`config.mk`:
```
export PLATFORM = sky130hd
export DESIGN_NAME = fan_pwm_ctrl
export DESIGN_NICKNAME = d
export VERILOG_FILES = /design/src/common/fan_pwm_pkg.sv /design/src/verilog/fan_axil_slave.sv /design/src/verilog/fan_pwm_ctrl.sv /design/src/verilog/fan_pwm_wave.sv
export SDC_FILE = /design/constraint.sdc
export NUM_CORES = 1
export LEC_CHECK = 0
export ABC_AREA = 1
export BUFFER_PORTS_ARGS = -buffer_cell sky130_fd_sc_hd__buf_2
export CAP_MARGIN = 5
export CORE_AREA = 2 2 219 221
export CTS_CLUSTER_DIAMETER = 100
export DETAILED_ROUTE_END_ITERATION = 7
export DIE_AREA = 0 0 221 223
export PLACE_DENSITY = 0.6
export SYNTH_ARGS = -nofsm -noshare
export SYNTH_HDL_FRONTEND = slang
export SYNTH_SLANG_ARGS = --single-unit
```
`constraint.sdc`:
```
create_clock -name clk -period 6.9 [get_ports clk]
set_clock_uncertainty 0.2 [all_clocks]
set_input_delay 0.345 -clock clk [delete_from_list [all_inputs] [get_ports clk]]
set_output_delay 0.345 -clock clk [all_outputs]
set_load 0.05 [all_outputs]
```
`src/common/fan_pwm_pkg.sv`:
```
/*
  Shared definitions of the fan PWM configuration block: register indices,
  field layout, reset values, timing constants and the bus carrier types.
  Assumes a 125 MHz system clock and an AXI4-Lite register port.
*/
`default_nettype none

package fan_pwm_pkg;

  // Clocks
  localparam int unsigned CLK_HZ   = 125_000_000;
  localparam int unsigned TICK_HZ  = 3_200_000;
  // Fractional divider: step over wrap equals TICK_HZ over CLK_HZ
  localparam int unsigned TICK_GCD = 100_000;
  localparam logic [10:0] TICK_STEP = 11'(TICK_HZ / TICK_GCD);
  localparam logic [10:0] TICK_WRAP = 11'(CLK_HZ / TICK_GCD);

  // PWM rates per rate code, low range then high range
  localparam int unsigned HZ_LOW  [8] = '{10, 15, 23, 30, 38, 47, 62, 94};
  localparam int unsigned HZ_HIGH [8] = '{1000, 10000, 20000, 25000,
                                          30000, 40000, 40000, 40000};
  localparam int          PER_W       = 19;
  localparam int          PROD_W      = 27;

  // Spin-up times per code, in milliseconds, counted in units
  localparam int unsigned SPIN_MS [8] = '{200, 400, 600, 800, 1000, 2000, 4000, 8000};
  localparam int unsigned SPIN_UNIT_MS   = 200;
  localparam int unsigned SPIN_UNIT_CLKS = SPIN_UNIT_MS * (CLK_HZ / 1000);

  // Register indices; byte address is four times the index
  localparam int          ADDR_W   = 12;
  localparam logic [9:0]  IDX_CHAR = 10'h020;
  localparam logic [9:0]  IDX_DUTY = 10'h022;
  localparam logic [9:0]  IDX_MODE = 10'h030;

  // Reset values
  localparam logic [7:0]  CHAR_RST = 8'h1D;
  localparam logic [7:0]  DUTY_RST = 8'h55;
  localparam logic [1:0]  MODE_RST = 2'h1;

  // Field positions
  localparam int          SPIN_DIS_BIT = 7;
  localparam int          RATE_LSB     = 3;
  localparam int          SPIN_LSB     = 0;
  localparam int          MODE_LSB     = 0;
  localparam int          TACH_BIT     = 2;
  localparam int          SPIN_ACT_BIT = 7;
  localparam logic [7:0]  CHAR_WMASK   = 8'hBF;

  // Duty codes
  localparam logic [7:0]  DUTY_OFF     = 8'h00;
  localparam logic [7:0]  DUTY_FULL    = 8'hFF;
  localparam logic [7:0]  DUTY_MIN_RPM = 8'h4D;
  localparam logic [7:0]  DUTY_MIN_ON  = 8'h12;

  // Bus responses
  localparam logic [1:0]  RESP_OKAY   = 2'h0;
  localparam logic [1:0]  RESP_SLVERR = 2'h2;

  typedef enum logic [1:0] {
    MODE_AUTO_TEMP = 2'b00,
    MODE_SW_DUTY   = 2'b01,
    MODE_SW_RPM    = 2'b10
  } ctrl_mode_t;

  typedef enum logic [1:0] {
    SEL_NONE = 2'b00,
    SEL_CHAR = 2'b01,
    SEL_DUTY = 2'b10,
    SEL_MODE = 2'b11
  } reg_sel_t;

  typedef struct packed {
    logic [ADDR_W-1:0] awaddr;
    logic              awvalid;
    logic [31:0]       wdata;
    logic [3:0]        wstrb;
    logic              wvalid;
    logic              bready;
    logic [ADDR_W-1:0] araddr;
    logic              arvalid;
    logic              rready;
  } axil_req_t;

  typedef struct packed {
    logic              awready;
    logic              wready;
    logic [1:0]        bresp;
    logic              bvalid;
    logic              arready;
    logic [31:0]       rdata;
    logic [1:0]        rresp;
    logic              rvalid;
  } axil_rsp_t;

endpackage

`default_nettype wire

```
`src/verilog/fan_axil_slave.sv`:
```
/*
  AXI4-Lite slave front end: takes write address and data in either order,
  answers each write and read, and hands byte lane 0 to the register file.
  Assumes the register file decodes addresses and reports hits.
*/
`default_nettype none

module fan_axil_slave (
  // Clock and reset
  input  wire logic                           clk,
  input  wire logic                           reset,
  // Bus
  input  wire fan_pwm_pkg::axil_req_t         axi_req,
  output fan_pwm_pkg::axil_rsp_t              axi_rsp,
  // Register file side
  output logic                                wr_en,
  output logic [fan_pwm_pkg::ADDR_W-1:0]      wr_addr,
  output logic [7:0]                          wr_data,
  input  wire logic                           wr_ok,
  output logic [fan_pwm_pkg::ADDR_W-1:0]      rd_addr,
  input  wire logic [31:0]                    rd_data,
  input  wire logic                           rd_ok
);

  logic        aw_full_q, w_full_q, awready_q, wready_q, bvalid_q;
  logic        arready_q, rvalid_q;
  logic [1:0]  bresp_q, rresp_q;
  logic [3:0]  wstrb_q;
  logic [31:0] wdata_q, rdata_q;
  logic        wr_go;

  assign wr_go   = aw_full_q & w_full_q & ~bvalid_q;
  assign wr_en   = wr_go & wstrb_q[0];
  assign wr_data = wdata_q[7:0];
  assign rd_addr = axi_req.araddr;

  always_comb begin
    axi_rsp.awready = awready_q;
    axi_rsp.wready  = wready_q;
    axi_rsp.bresp   = bresp_q;
    axi_rsp.bvalid  = bvalid_q;
    axi_rsp.arready = arready_q;
    axi_rsp.rdata   = rdata_q;
    axi_rsp.rresp   = rresp_q;
    axi_rsp.rvalid  = rvalid_q;
  end

  // Write channels and response
  always_ff @(posedge clk or posedge reset) begin
    if (reset) begin
      aw_full_q <= 1'b0;
      w_full_q  <= 1'b0;
      awready_q <= 1'b1;
      wready_q  <= 1'b1;
      bvalid_q  <= 1'b0;
      bresp_q   <= 2'h0;
      wr_addr   <= '0;
      wdata_q   <= 32'h0000_0000;
      wstrb_q   <= 4'h0;
    end else begin
      if (axi_req.awvalid && awready_q) begin
        aw_full_q <= 1'b1;
        awready_q <= 1'b0;
        wr_addr   <= axi_req.awaddr;
      end
      if (axi_req.wvalid && wready_q) begin
        w_full_q <= 1'b1;
        wready_q <= 1'b0;
        wdata_q  <= axi_req.wdata;
        wstrb_q  <= axi_req.wstrb;
      end
      if (wr_go) begin
        aw_full_q <= 1'b0;
        w_full_q  <= 1'b0;
        awready_q <= 1'b1;
        wready_q  <= 1'b1;
        bvalid_q  <= 1'b1;
        bresp_q   <= wr_ok ? fan_pwm_pkg::RESP_OKAY : fan_pwm_pkg::RESP_SLVERR;
      end else if (bvalid_q && axi_req.bready) begin
        bvalid_q <= 1'b0;
      end
    end
  end

  // Read channel
  always_ff @(posedge clk or posedge reset) begin
    if (reset) begin
      arready_q <= 1'b1;
      rvalid_q  <= 1'b0;
      rdata_q   <= 32'h0000_0000;
      rresp_q   <= 2'h0;
    end else if (axi_req.arvalid && arready_q) begin
      arready_q <= 1'b0;
      rvalid_q  <= 1'b1;
      rdata_q   <= rd_data;
      rresp_q   <= rd_ok ? fan_pwm_pkg::RESP_OKAY : fan_pwm_pkg::RESP_SLVERR;
    end else if (rvalid_q && axi_req.rready) begin
      rvalid_q  <= 1'b0;
      arready_q <= 1'b1;
    end
  end

endmodule

`default_nettype wire

```
`src/verilog/fan_pwm_ctrl.sv`:
```
/*
  Fan PWM duty and rate configuration: duty code register with shadow
  behaviour, clamping by control mode, characteristics register with rate
  and spin-up selection, spin-up timer, and the AXI4-Lite register port.
  Assumes the range pin and the loop duty are synchronous to clk.
*/
// Function
// - Duty code maps linearly: 0x00 is 0%, 0xFF is 100%.
// - Duty code register resets to 0x55.
// - Duty read returns the duty driving the pin, except clamp cases; during spin-up the read gives the computed code, not 0xFF.
// - Tach_sense_mode 0, speed mode: duty below 30% driven at 30%, read uncorrected.
// - Tach_sense_mode 0, duty or auto mode: below 7% driven 0%, read uncorrected.
// - In software duty mode a written code drives the output at once.
// - Other modes: written code is shadowed, takes over on switch to duty mode.
// - Range pin high: rate codes give 10 to 94 Hz, reset code 011.
// - During spin-up the output runs at 100% duty.
// - Spin-up disable bit set skips spin-up; resets to 0.
// - PWM periods come from a 3.2 MHz timing tick.
`default_nettype none

module fan_pwm_ctrl #(
  parameter int unsigned SPIN_UNIT_CLKS = fan_pwm_pkg::SPIN_UNIT_CLKS
) (
  // Clock and reset
  input  wire logic                   clk,
  input  wire logic                   reset,
  // Register bus
  input  wire fan_pwm_pkg::axil_req_t axi_req,
  output fan_pwm_pkg::axil_rsp_t      axi_rsp,
  // Range strap, low selects the kHz range
  input  wire logic                   pwm_range_pin,
  // Duty computed by the temperature or speed loop
  input  wire logic [7:0]             loop_duty,
  // Fan drive
  output logic                        pwm_out
);

  localparam int AW = fan_pwm_pkg::ADDR_W;

  // Register file
  logic [7:0]  char_q;
  logic [7:0]  duty_code_q;
  logic [1:0]  mode_q;
  logic        tach_q;

  // Bus side
  logic          wr_en, wr_ok, rd_ok;
  logic [AW-1:0] wr_addr, rd_addr;
  logic [7:0]    wr_data;
  logic [31:0]   rd_data;
  fan_pwm_pkg::reg_sel_t wr_sel, rd_sel;

  // Duty path
  logic [7:0]  comp_duty;
  logic [7:0]  clamp_duty;
  logic [7:0]  pin_duty_q;
  logic        range_high_q;
  logic        tach_zero;

  // Spin-up
  logic        spin_q, prev_zero_q, spin_start, pin_zero, spin_dis;
  logic [31:0] unit_cnt_q;
  logic [7:0]  units_q;
  logic [7:0]  spin_units [8];
  logic [7:0]  spin_target;

  function automatic fan_pwm_pkg::reg_sel_t reg_decode(input logic [AW-1:0] addr);
    logic [9:0] idx;
    idx = addr[AW-1:2];
    case (idx)
      fan_pwm_pkg::IDX_CHAR: reg_decode = fan_pwm_pkg::SEL_CHAR;
      fan_pwm_pkg::IDX_DUTY: reg_decode = fan_pwm_pkg::SEL_DUTY;
      fan_pwm_pkg::IDX_MODE: reg_decode = fan_pwm_pkg::SEL_MODE;
      default:               reg_decode = fan_pwm_pkg::SEL_NONE;
    endcase
  endfunction

  fan_axil_slave u_slave (
    .clk     (clk),
    .reset   (reset),
    .axi_req (axi_req),
    .axi_rsp (axi_rsp),
    .wr_en   (wr_en),
    .wr_addr (wr_addr),
    .wr_data (wr_data),
    .wr_ok   (wr_ok),
    .rd_addr (rd_addr),
    .rd_data (rd_data),
    .rd_ok   (rd_ok)
  );

  assign wr_sel = reg_decode(wr_addr);
  assign rd_sel = reg_decode(rd_addr);
  assign wr_ok  = wr_sel != fan_pwm_pkg::SEL_NONE;
  assign rd_ok  = rd_sel != fan_pwm_pkg::SEL_NONE;

  // Characteristics register
  always_ff @(posedge clk or posedge reset) begin
    if (reset) begin
      char_q <= fan_pwm_pkg::CHAR_RST;
    end else if (wr_en && wr_sel == fan_pwm_pkg::SEL_CHAR) begin
      char_q <= wr_data & fan_pwm_pkg::CHAR_WMASK;
    end
  end

  // Duty code, also the shadow outside software duty mode
  always_ff @(posedge clk or posedge reset) begin
    if (reset) begin
      duty_code_q <= fan_pwm_pkg::DUTY_RST;
    end else if (wr_en && wr_sel == fan_pwm_pkg::SEL_DUTY) begin
      duty_code_q <= wr_data;
    end
  end

  // Control mode and tach sense mode
  always_ff @(posedge clk or posedge reset) begin
    if (reset) begin
      mode_q <= fan_pwm_pkg::MODE_RST;
      tach_q <= 1'b0;
    end else if (wr_en && wr_sel == fan_pwm_pkg::SEL_MODE) begin
      mode_q <= wr_data[fan_pwm_pkg::MODE_LSB +: 2];
      tach_q <= wr_data[fan_pwm_pkg::TACH_BIT];
    end
  end

  // Computed duty: register in software duty mode, loop otherwise
  assign comp_duty = (mode_q == fan_pwm_pkg::MODE_SW_DUTY) ? duty_code_q
                                                           : loop_duty;
  assign tach_zero = ~tach_q;

  always_comb begin
    clamp_duty = comp_duty;
    if (tach_zero && mode_q == fan_pwm_pkg::MODE_SW_RPM &&
        comp_duty < fan_pwm_pkg::DUTY_MIN_RPM) begin
      clamp_duty = fan_pwm_pkg::DUTY_MIN_RPM;
    end else if (tach_zero && mode_q != fan_pwm_pkg::MODE_SW_RPM &&
                 comp_duty < fan_pwm_pkg::DUTY_MIN_ON) begin
      clamp_duty = fan_pwm_pkg::DUTY_OFF;
    end
  end

  // Read data: the computed code equals the pin code outside clamping and spin-up
  always_comb begin
    rd_data = 32'h0000_0000;
    case (rd_sel)
      fan_pwm_pkg::SEL_CHAR: rd_data[7:0] = char_q;
      fan_pwm_pkg::SEL_DUTY: rd_data[7:0] = comp_duty;
      fan_pwm_pkg::SEL_MODE: begin
        rd_data[fan_pwm_pkg::MODE_LSB +: 2]    = mode_q;
        rd_data[fan_pwm_pkg::TACH_BIT]        = tach_q;
        rd_data[fan_pwm_pkg::SPIN_ACT_BIT]    = spin_q;
      end
      default: rd_data = 32'h0000_0000;
    endcase
  end

  // Spin-up length table in timer units
  for (genvar g = 0; g < 8; g++) begin : g_spin
    assign spin_units[g] = 8'(fan_pwm_pkg::SPIN_MS[g] / fan_pwm_pkg::SPIN_UNIT_MS);
  end

  assign spin_target = spin_units[char_q[fan_pwm_pkg::SPIN_LSB +: 3]];
  assign spin_dis    = char_q[fan_pwm_pkg::SPIN_DIS_BIT];
  assign pin_zero    = clamp_duty == fan_pwm_pkg::DUTY_OFF;
  assign spin_start  = prev_zero_q & ~pin_zero & ~spin_dis;

  // Fan start detection: output leaving zero duty
  always_ff @(posedge clk or posedge reset) begin
    if (reset) begin
      prev_zero_q <= 1'b1;
    end else begin
      prev_zero_q <= pin_zero;
    end
  end

  // Spin-up timer
  always_ff @(posedge clk or posedge reset) begin
    if (reset) begin
      spin_q     <= 1'b0;
      unit_cnt_q <= 32'h0000_0000;
      units_q    <= 8'h00;
    end else if (spin_dis || pin_zero) begin
      spin_q <= 1'b0;
    end else if (spin_start) begin
      spin_q     <= 1'b1;
      unit_cnt_q <= 32'h0000_0000;
      units_q    <= 8'h00;
    end else if (spin_q) begin
      if (unit_cnt_q == SPIN_UNIT_CLKS - 1) begin
        unit_cnt_q <= 32'h0000_0000;
        // A shorter code written mid-run ends the spin-up at the end of the first unit that reaches its length, the current one if already past
        if (units_q >= spin_target - 8'h01) begin
          spin_q <= 1'b0;
        end else begin
          units_q <= units_q + 8'h01;
        end
      end else begin
        unit_cnt_q <= unit_cnt_q + 32'h0000_0001;
      end
    end
  end

  // Duty at the pin
  always_ff @(posedge clk or posedge reset) begin
    if (reset) begin
      pin_duty_q <= fan_pwm_pkg::DUTY_OFF;
    end else begin
      pin_duty_q <= spin_q ? fan_pwm_pkg::DUTY_FULL : clamp_duty;
    end
  end

  // Range strap, low selects the kHz range
  always_ff @(posedge clk or posedge reset) begin
    if (reset) begin
      range_high_q <= 1'b0;
    end else begin
      range_high_q <= ~pwm_range_pin;
    end
  end

  fan_pwm_wave u_wave (
    .clk        (clk),
    .reset      (reset),
    .range_high (range_high_q),
    .rate_sel   (char_q[fan_pwm_pkg::RATE_LSB +: 3]),
    .duty       (pin_duty_q),
    .pwm_q      (pwm_out)
  );
endmodule

`default_nettype wire

```
`src/verilog/fan_pwm_wave.sv`:
```
/*
  PWM waveform generator: 3.2 MHz timing tick from a fractional divider,
  period chosen by range and rate code, duty compared as code over 255.
  Assumes duty and rate inputs are synchronous to clk.
*/
`default_nettype none

module fan_pwm_wave (
  // Clock and reset
  input  wire logic       clk,
  input  wire logic       reset,
  // Rate and duty
  input  wire logic       range_high,
  input  wire logic [2:0] rate_sel,
  input  wire logic [7:0] duty,
  // Output
  output logic            pwm_q
);

  localparam int PW = fan_pwm_pkg::PER_W;
  localparam int XW = fan_pwm_pkg::PROD_W;

  logic [10:0]   acc_q;
  logic [11:0]   acc_sum;
  logic          tick_q;
  logic [PW-1:0] cnt_q, period;
  logic [PW-1:0] per_low  [8];
  logic [PW-1:0] per_high [8];
  logic [XW-1:0] cnt_scaled, duty_scaled;

  // Period tables in timing ticks
  for (genvar g = 0; g < 8; g++) begin : g_per
    assign per_low[g]  = PW'(fan_pwm_pkg::TICK_HZ / fan_pwm_pkg::HZ_LOW[g]);
    assign per_high[g] = PW'(fan_pwm_pkg::TICK_HZ / fan_pwm_pkg::HZ_HIGH[g]);
  end

  assign period  = range_high ? per_high[rate_sel] : per_low[rate_sel];
  assign acc_sum = {1'b0, acc_q} + {1'b0, fan_pwm_pkg::TICK_STEP};

  // Average 3.2 MHz tick
  always_ff @(posedge clk or posedge reset) begin
    if (reset) begin
      acc_q  <= 11'h000;
      tick_q <= 1'b0;
    end else if (acc_sum >= {1'b0, fan_pwm_pkg::TICK_WRAP}) begin
      acc_q  <= 11'(acc_sum - {1'b0, fan_pwm_pkg::TICK_WRAP});
      tick_q <= 1'b1;
    end else begin
      acc_q  <= acc_sum[10:0];
      tick_q <= 1'b0;
    end
  end

  always_ff @(posedge clk or posedge reset) begin
    if (reset) begin
      cnt_q <= '0;
    end else if (tick_q) begin
      cnt_q <= (cnt_q >= period - PW'(1)) ? '0 : cnt_q + PW'(1);
    end
  end

  // High while cnt*255 < duty*period
  assign cnt_scaled  = XW'(cnt_q) * XW'(255);
  assign duty_scaled = XW'(duty) * XW'(period);

  always_ff @(posedge clk or posedge reset) begin
    if (reset) begin
      pwm_q <= 1'b0;
    end else begin
      // Full code stays high even while the count overruns a shortened period
      pwm_q <= (duty == fan_pwm_pkg::DUTY_FULL) || (cnt_scaled < duty_scaled);
    end
  end
endmodule

`default_nettype wire
```
# Yosys cells after proc, flatten, opt, wreduce, memory -nomap -nowiden
# Memories as Yosys holds them, arrays and structs flattened.
# Cells that the tools add are included.
dict set report word_totals {
  register_bits 141
  romBits 368
  in_bits 76
  output_inout_bits 42
  word_cells 150
  memories 3
}
# memory words word_bits read_ports rd_clocked_by_memory_dff write_ports line
set mem_list {}
lappend mem_list {{(name not given)} 8 19 1 0 0 fan_pwm_wave.sv:37} ;# assign period = range_high ? per_high[rate_sel] : per_low[rate_sel];
lappend mem_list {{(name not given)} 8 19 1 0 0 fan_pwm_wave.sv:37}
lappend mem_list {{(name not given)} 8 8 1 0 0 fan_pwm_ctrl.sv:162} ;# assign spin_target = spin_units[char_q[fan_pwm_pkg::SPIN_LSB +: 3]];
dict set report classes {
  addsub 7
  n_mul 2
  magnitude_cmp 8
  eq_ne 18
  mux 47
  bitwise_logic 13
  reduce_logical 25
}
# cell n
set op_table {}
lappend op_table {{$mux 19} 6}
lappend op_table {{$mux 32} 3}
lappend op_table {{$mux 8} 10}
lappend op_table {{$eq 10x6->1 const B} 6}
lappend op_table {{$add 32x1->32 const B} 1}
lappend op_table {{$eq 32x25->1 const B} 1}
lappend op_table {{$lt 27x27->1} 1}
lappend op_table {{$mul 19x8->27 const B} 1}
lappend op_table {{$mul 8x19->27} 1}
lappend op_table {{$mux 1} 20}
lappend op_table {{$add 19x1->19 const B} 1}
lappend op_table {{$ge 19x19->1} 1}
lappend op_table {{$sub 19x1->19 const B} 1}
lappend op_table {{$reduce_bool 2->1} 8}
lappend op_table {{$add 11x6->12 const B} 1}
lappend op_table {{$ge 12x11->1 const B} 1}
lappend op_table {{$logic_and 1x1->1} 12}
lappend op_table {{$pmux 2 s3} 2}
lappend op_table {{$mux 11} 1}
lappend op_table {{$sub 11x11->11 const B} 1}
lappend op_table {{$eq 2x2->1 const B} 5}
lappend op_table {{$pmux 3 s3} 1}
lappend op_table {{$add 8x1->8 const B} 1}
lappend op_table {{$eq 8x8->1 const B} 1}
lappend op_table {{17 further kinds} 33}

# Logic depth before layout (Yosys ltp)
dict set report logic_depth {
  depth_word 12
  ltp_mapped 37
  ltp_nobuf 36
}

# Cells and area by module
# Synthesis repeated with hierarchy kept, for this count alone.
dict set report unflattened {
  hier_cells 2593
  hier_area_um2 19602.6
}
# module n_inst cells_each area_per_inst_um2 seq_area_each_um2
set by_module_without_submodules {}
lappend by_module_without_submodules {fan_pwm_wave 1 1662 12311.8 775.7}
lappend by_module_without_submodules {fan_pwm_ctrl 1 638 4619.4 1739.2}
lappend by_module_without_submodules {fan_axil_slave 1 293 2671.3 1555.2}

# Worst setup path before layout
# No wires, ideal clock.
dict set report synth_path {
  path_kind {register -> register}
  from {register char_q[3]}
  to {register u_wave.pwm_q}
  t_arrival_ns 6.282
  required_ns 6.574
  setup_slack_ns 0.292
  stages_incl_launch_ff 38
  n_path_buf 1
  period_less_slack_ns 6.608
  cell_sequence {dfstp_2 > inv_1 > ha_1 > inv_1 > nand2_1 > nor2_2 > inv_2 > o21ai_0 > clkbuf_1 > inv_1 > nand2_1 > fa_1 > fa_1 > inv_1 > fa_1 > inv_1 > fa_1 > inv_1 > [... 2 more ...] > inv_1 > nand2_1 > nand2_1 > a21oi_1 > o21ai_0 > nand2_1 > nand2_1 > nand2_1 > nand2_1 > nand2_1 > nand2_1 > xor2_1 > ha_1 > nand4_1 > nor3_1 > nand4_1 > nand2_1 > o21ai_0}
}
dict set report synth_via {
  elab_chain_cells 8
  elab_cells_between_ends 11
  cone_classes {mul (1); order compare (1); mux (5); bitwise (1); reduce/logical (1); memory (2)}
}
# element line
set synth_rtl {}
lappend synth_rtl {{from (decl)} fan_pwm_ctrl.sv:41} ;# logic [7:0] char_q;
lappend synth_rtl {{from (signal assigned)} fan_pwm_ctrl.sv:100} ;# char_q <= fan_pwm_pkg::CHAR_RST;
lappend synth_rtl {{from (signal assigned)} fan_pwm_ctrl.sv:102} ;# char_q <= wr_data & fan_pwm_pkg::CHAR_WMASK;
lappend synth_rtl {{$not 3->4 (not written as such) (*)} fan_pwm_wave.sv:37}
lappend synth_rtl {{$mem_v2 8x19} n/a}
lappend synth_rtl {{$mux 19 (not written as such) (2 in a row)} fan_pwm_wave.sv:37}
lappend synth_rtl {{$mux 19 (*)} fan_pwm_wave.sv:37}
lappend synth_rtl {{$mul 8x19->27 (*)} fan_pwm_wave.sv:64} ;# assign duty_scaled = XW'(duty) * XW'(period);
lappend synth_rtl {{$lt 27x27->1 (*)} fan_pwm_wave.sv:71} ;# pwm_q <= (duty == fan_pwm_pkg::DUTY_FULL) || (cnt_scaled < duty_scaled);
lappend synth_rtl {{$logic_or 1x1->1 (*)} fan_pwm_wave.sv:71}
lappend synth_rtl {{to (signal assigned)} fan_pwm_wave.sv:71}
lappend synth_rtl {{to (decl)} fan_pwm_wave.sv:17} ;# output logic pwm_q
# Every way passes the cells marked *; elsewhere a longest branch is shown, timed or not. The select of a mux whose other input is x is not followed.
# A chain may end at the register's enable or synchronous reset.

# Worst setup path after layout
dict set report layout_path {
  from {register char_q[4]}
  to {register u_wave.pwm_q}
}
# The elaborated chain is that of the path after synthesis.

==> metrics.yaml <==
clock_network:
  clock-sinks: 136
  clockBufferDepth: 2
  htreeDepth: 4
  path_clk_slew_ps: 70
  clock_latency_ps: 440
  cts_buffers: 17
  tritoncts: "done"
  root_buffer: "clkbuf_16"
global_routing:
  antenna_found_initial: 0
  grt_max_degree: 77
  grt_pass1_wl_microns: 75700
  grt.overflow.total: 0
  grt.total_usage_pct: 18.8
  grt_pass1_vias: 15000
routing:
  ant_nets: 0
  route.detailed.drc: 0
  wl_per_cell_microns: 15.0
  wirelength_microns: 45100
  viasPerCell: 4.93
  drtIter0Drc: 881
  first_pass_iters: 6
  vias: 14800
sta:
  fin_crit_ps: 6650
  slew_violations: 0
  slew_headroom_pct: 36.9
  fmax_mhz: 150
  whs_ps: 89.7
  period_share_pct: 96.3
  worst_pin_slew_ps: 946
  setup_violations: 0
  hold_viol_final: 0
synthesis:
  synth-edff-count: 0
  syn-cell-area_sq_um: 17600
  synth_flop_cell: "dfrtp_1"
  async_flop_share_pct: 100
  synth-seq-cells: 136
  ys_seq_area_share_pct: 19.5
  yosysWarningCount: 0
  syn-mean-instance-area_sq_um: 7.86
  syn_inst: 2235
  synth_cell_types: 60
outcome:
  status: "completed"
critical_path:
  reg2reg_to: "u_wave.pwm_q"
  crit_arrival_ps: 6810
  reg2regPathDepth: 30
  cp-startpoint: "char_q[4]"
  required_ps: 7060
  slowest_stage: "fa_1"
  critical-path-max-stage-delay_ps: 550
  crit_path_end_kind: "flip-flop"
  r2r_setup_slack_ps: 250
  regToRegStartpoint: "char_q[4]"
  crit_type: "flip-flop to flip-flop"
  cp_max_fo: 4
  startpoint_type: "flip-flop"
pwr:
  p_per_area_nw_per_um2: 487
  max-vdd-ir-drop_mv: 0.502
  power.share.clock_pct: 9.7
  finalPower_w: 0.00973
  cellLeakagePower_nw: 10.4
  p_int_w: 0.00465
  p_switching_w: 0.00508
  netSwitchingFraction_pct: 52.2
  seqPwrFrac_pct: 11.3
  combPwrFrac_pct: 79.0
layout:
  area_delta_synth_final_pct: 13.8
  antenna_cells: 0
  drive_gt1_share_pct: 11.1
  fill_cells: 4719
  nets: 2816
place:
  dp_hpwl_microns: 36300
  port_buffers: 60
  place.gp.congestion: 0.941
floorplan:
  start_util_pct: 37.3
  io_pins: 118
  die_h_microns: 223
  core_sq_um: 47100
  die_w_microns: 221
  design.die.area_sq_um: 49300
  rows: 80
worst_hold_path:
  worstHoldPathCells: 5
  hp-class: "primary input to flip-flop"
  whs_endpoint: "pin_duty_q[7]"
  hold_start: "loop_duty[7]"
flow_run:
  drv_cap: 0
[through the flow]
stage | util (%) | setup TNS [ps] | std cells | setup slack (ps) | area [sq um]
3_5_place_dp | 39.8 | -81.1 | 2927 | -81.1 | 18800
5_1_grt | 42.4 | -83.1 | 2997 | -83.1 | 20000
4_1_cts | 41.6 | 0 | 2986 | 12.1 | 19600
3_3_place_gp | 39.8 | -42.5 | 2927 | -42.5 | 18800
2_1_floorplan | - | 0 | 2260 | 292 | 17700
6_report | 42.4 | 0 | 2997 | 253 | 20000
[layout by cell type, fill, tap and decap left out, types with 28 or more instances in the layout]
cell type	count
inv_1	415
xnor2_1	30
buf_4	70
nand2_1	391
o21ai_1	28
ha_1	177
fa_1	182
xor2_1	78
nor3_1	36
nand4_1	42
a21oi_1	75
o21ai_0	89
nor2_1	263
buf_2	60
dfrtp_1	123
nand3_1	74
[worst max-delay path by stage]
stage	endpoint	slack, ps	cells after the start
2_1_floorplan	u_wave.pwm_q	290	37
3_5_place_dp	u_wave.pwm_q	-80	32
4_1_cts	u_wave.pwm_q	10	32
3_3_place_gp	u_wave.pwm_q	-40	30
5_1_grt	u_wave.pwm_q	-80	32
6_report	u_wave.pwm_q	250	30
[power by group through the flow]
stage | Combinational, W | Sequential, W | Clock, W
final | 0.00768 | 0.00110 | 0.000948
after global placement | 0.00689 | 0.00111 | 0
after floorplan | 0.00469 | 0.00106 | 0
after CTS | 0.00710 | 0.00110 | 0.000970
after global routing | 0.00862 | 0.00112 | 0.00100
after detailed placement | 0.00698 | 0.00111 | 0
[routing by layer]
| layer | vias to the layer above | GRT usage, % | routed length (microns) |
|---|---|---|---|
| li1 | 7219 | - | - |
| met1 | 7201 | 25.4 | 20400 |
| met2 | 283 | 31.9 | 22000 |
| met3 | 70 | 1.87 | 1440 |
| met4 | 0 | 6.04 | 1210 |
| met5 | - | 0 | 0 |
[kinds of logic (layout without fill, tap and decap cells)]
logic type,count (synthesis),in the layout,share of synthesized area [%]
adder cells (fa/ha/maj),371,371,34.4
AND/OR/NAND/NOR,865,865,20.8
XOR/XNOR,108,108,5.38
other,1,26,0.0213
AO/OA/AOI/OAI,254,254,8.06
multiplexers,2,2,0.121
flip-flops,136,136,19.5
buffers and inverters,498,620,11.7
[layout make-up]
cell class | instances | area [sq um] | share of cell area [%]
Multi-Input combinational cell | 1626 | 12500 | 62.3
Clock inverter | 15 | 179 | 0.895
Timing Repair Buffer | 160 | 1130 | 5.66
Sequential cell | 136 | 3420 | 17.1
Tap cell | 615 | 769 | 3.85
Inverter | 428 | 1620 | 8.08
Clock buffer | 17 | 425 | 2.13
[critical path, delay by kind of cell, from the launching register on]
family	cells	cell delay, ps
buf+inv	5	310
compound gates	9	1320
simple gates	8	960
fa+ha+maj	7	3020
xor+xnor	1	260
flops	1	530
[state kept, by name, indices dropped and copies added (netlist names), 2 cells and up]
register	flops
unit_cnt_q	32
u_wave.cnt_q	19
u_slave.wr_addr	10
u_wave.acc_q	10
duty_code_q	8
pin_duty_q	8
u_slave.rdata_q	8
u_slave.wdata_q	8
units_q	8
char_q	7
mode_q	2
[cells in the mapped netlist (all sizes together), types with 2 or more instances]
| cell | n | area, sq um |
|---|---|---|
| a21o | 4 | 30.0 |
| a21oi | 90 | 462 |
| a221oi | 5 | 43.8 |
| a31oi | 5 | 31.3 |
| a32oi | 2 | 17.5 |
| and3 | 2 | 12.5 |
| buf | 49 | 369 |
| clkbuf | 21 | 78.8 |
| clkinv | 4 | 15.0 |
| dfrtp | 123 | 3080 |
| dfstp | 13 | 342 |
| fa | 187 | 3740 |
| ha | 184 | 2300 |
| inv | 424 | 1590 |
| nand2 | 404 | 1550 |
| nand3 | 79 | 418 |
| nand3b | 4 | 30.0 |
| nand4 | 42 | 263 |
| nor2 | 272 | 1050 |
| nor3 | 41 | 210 |
| nor4 | 15 | 93.8 |
| o2111ai | 2 | 17.5 |
| o211ai | 6 | 45.0 |
| o21a | 4 | 30.0 |
| o21ai | 125 | 644 |
| o21bai | 2 | 15.0 |
| o31ai | 2 | 20.0 |
| or2 | 4 | 25.0 |
| xnor2 | 30 | 263 |
| xor2 | 78 | 683 |
[timing repair]
item	CTS	global route
endpoints found under the setup margin	1	1
gates resized for setup	5	67
buffers inserted	2	11
pin swaps	1	27
hold buffers	25	0
hold endpoints to repair	84	0
(Power assumes the default switching activity.)
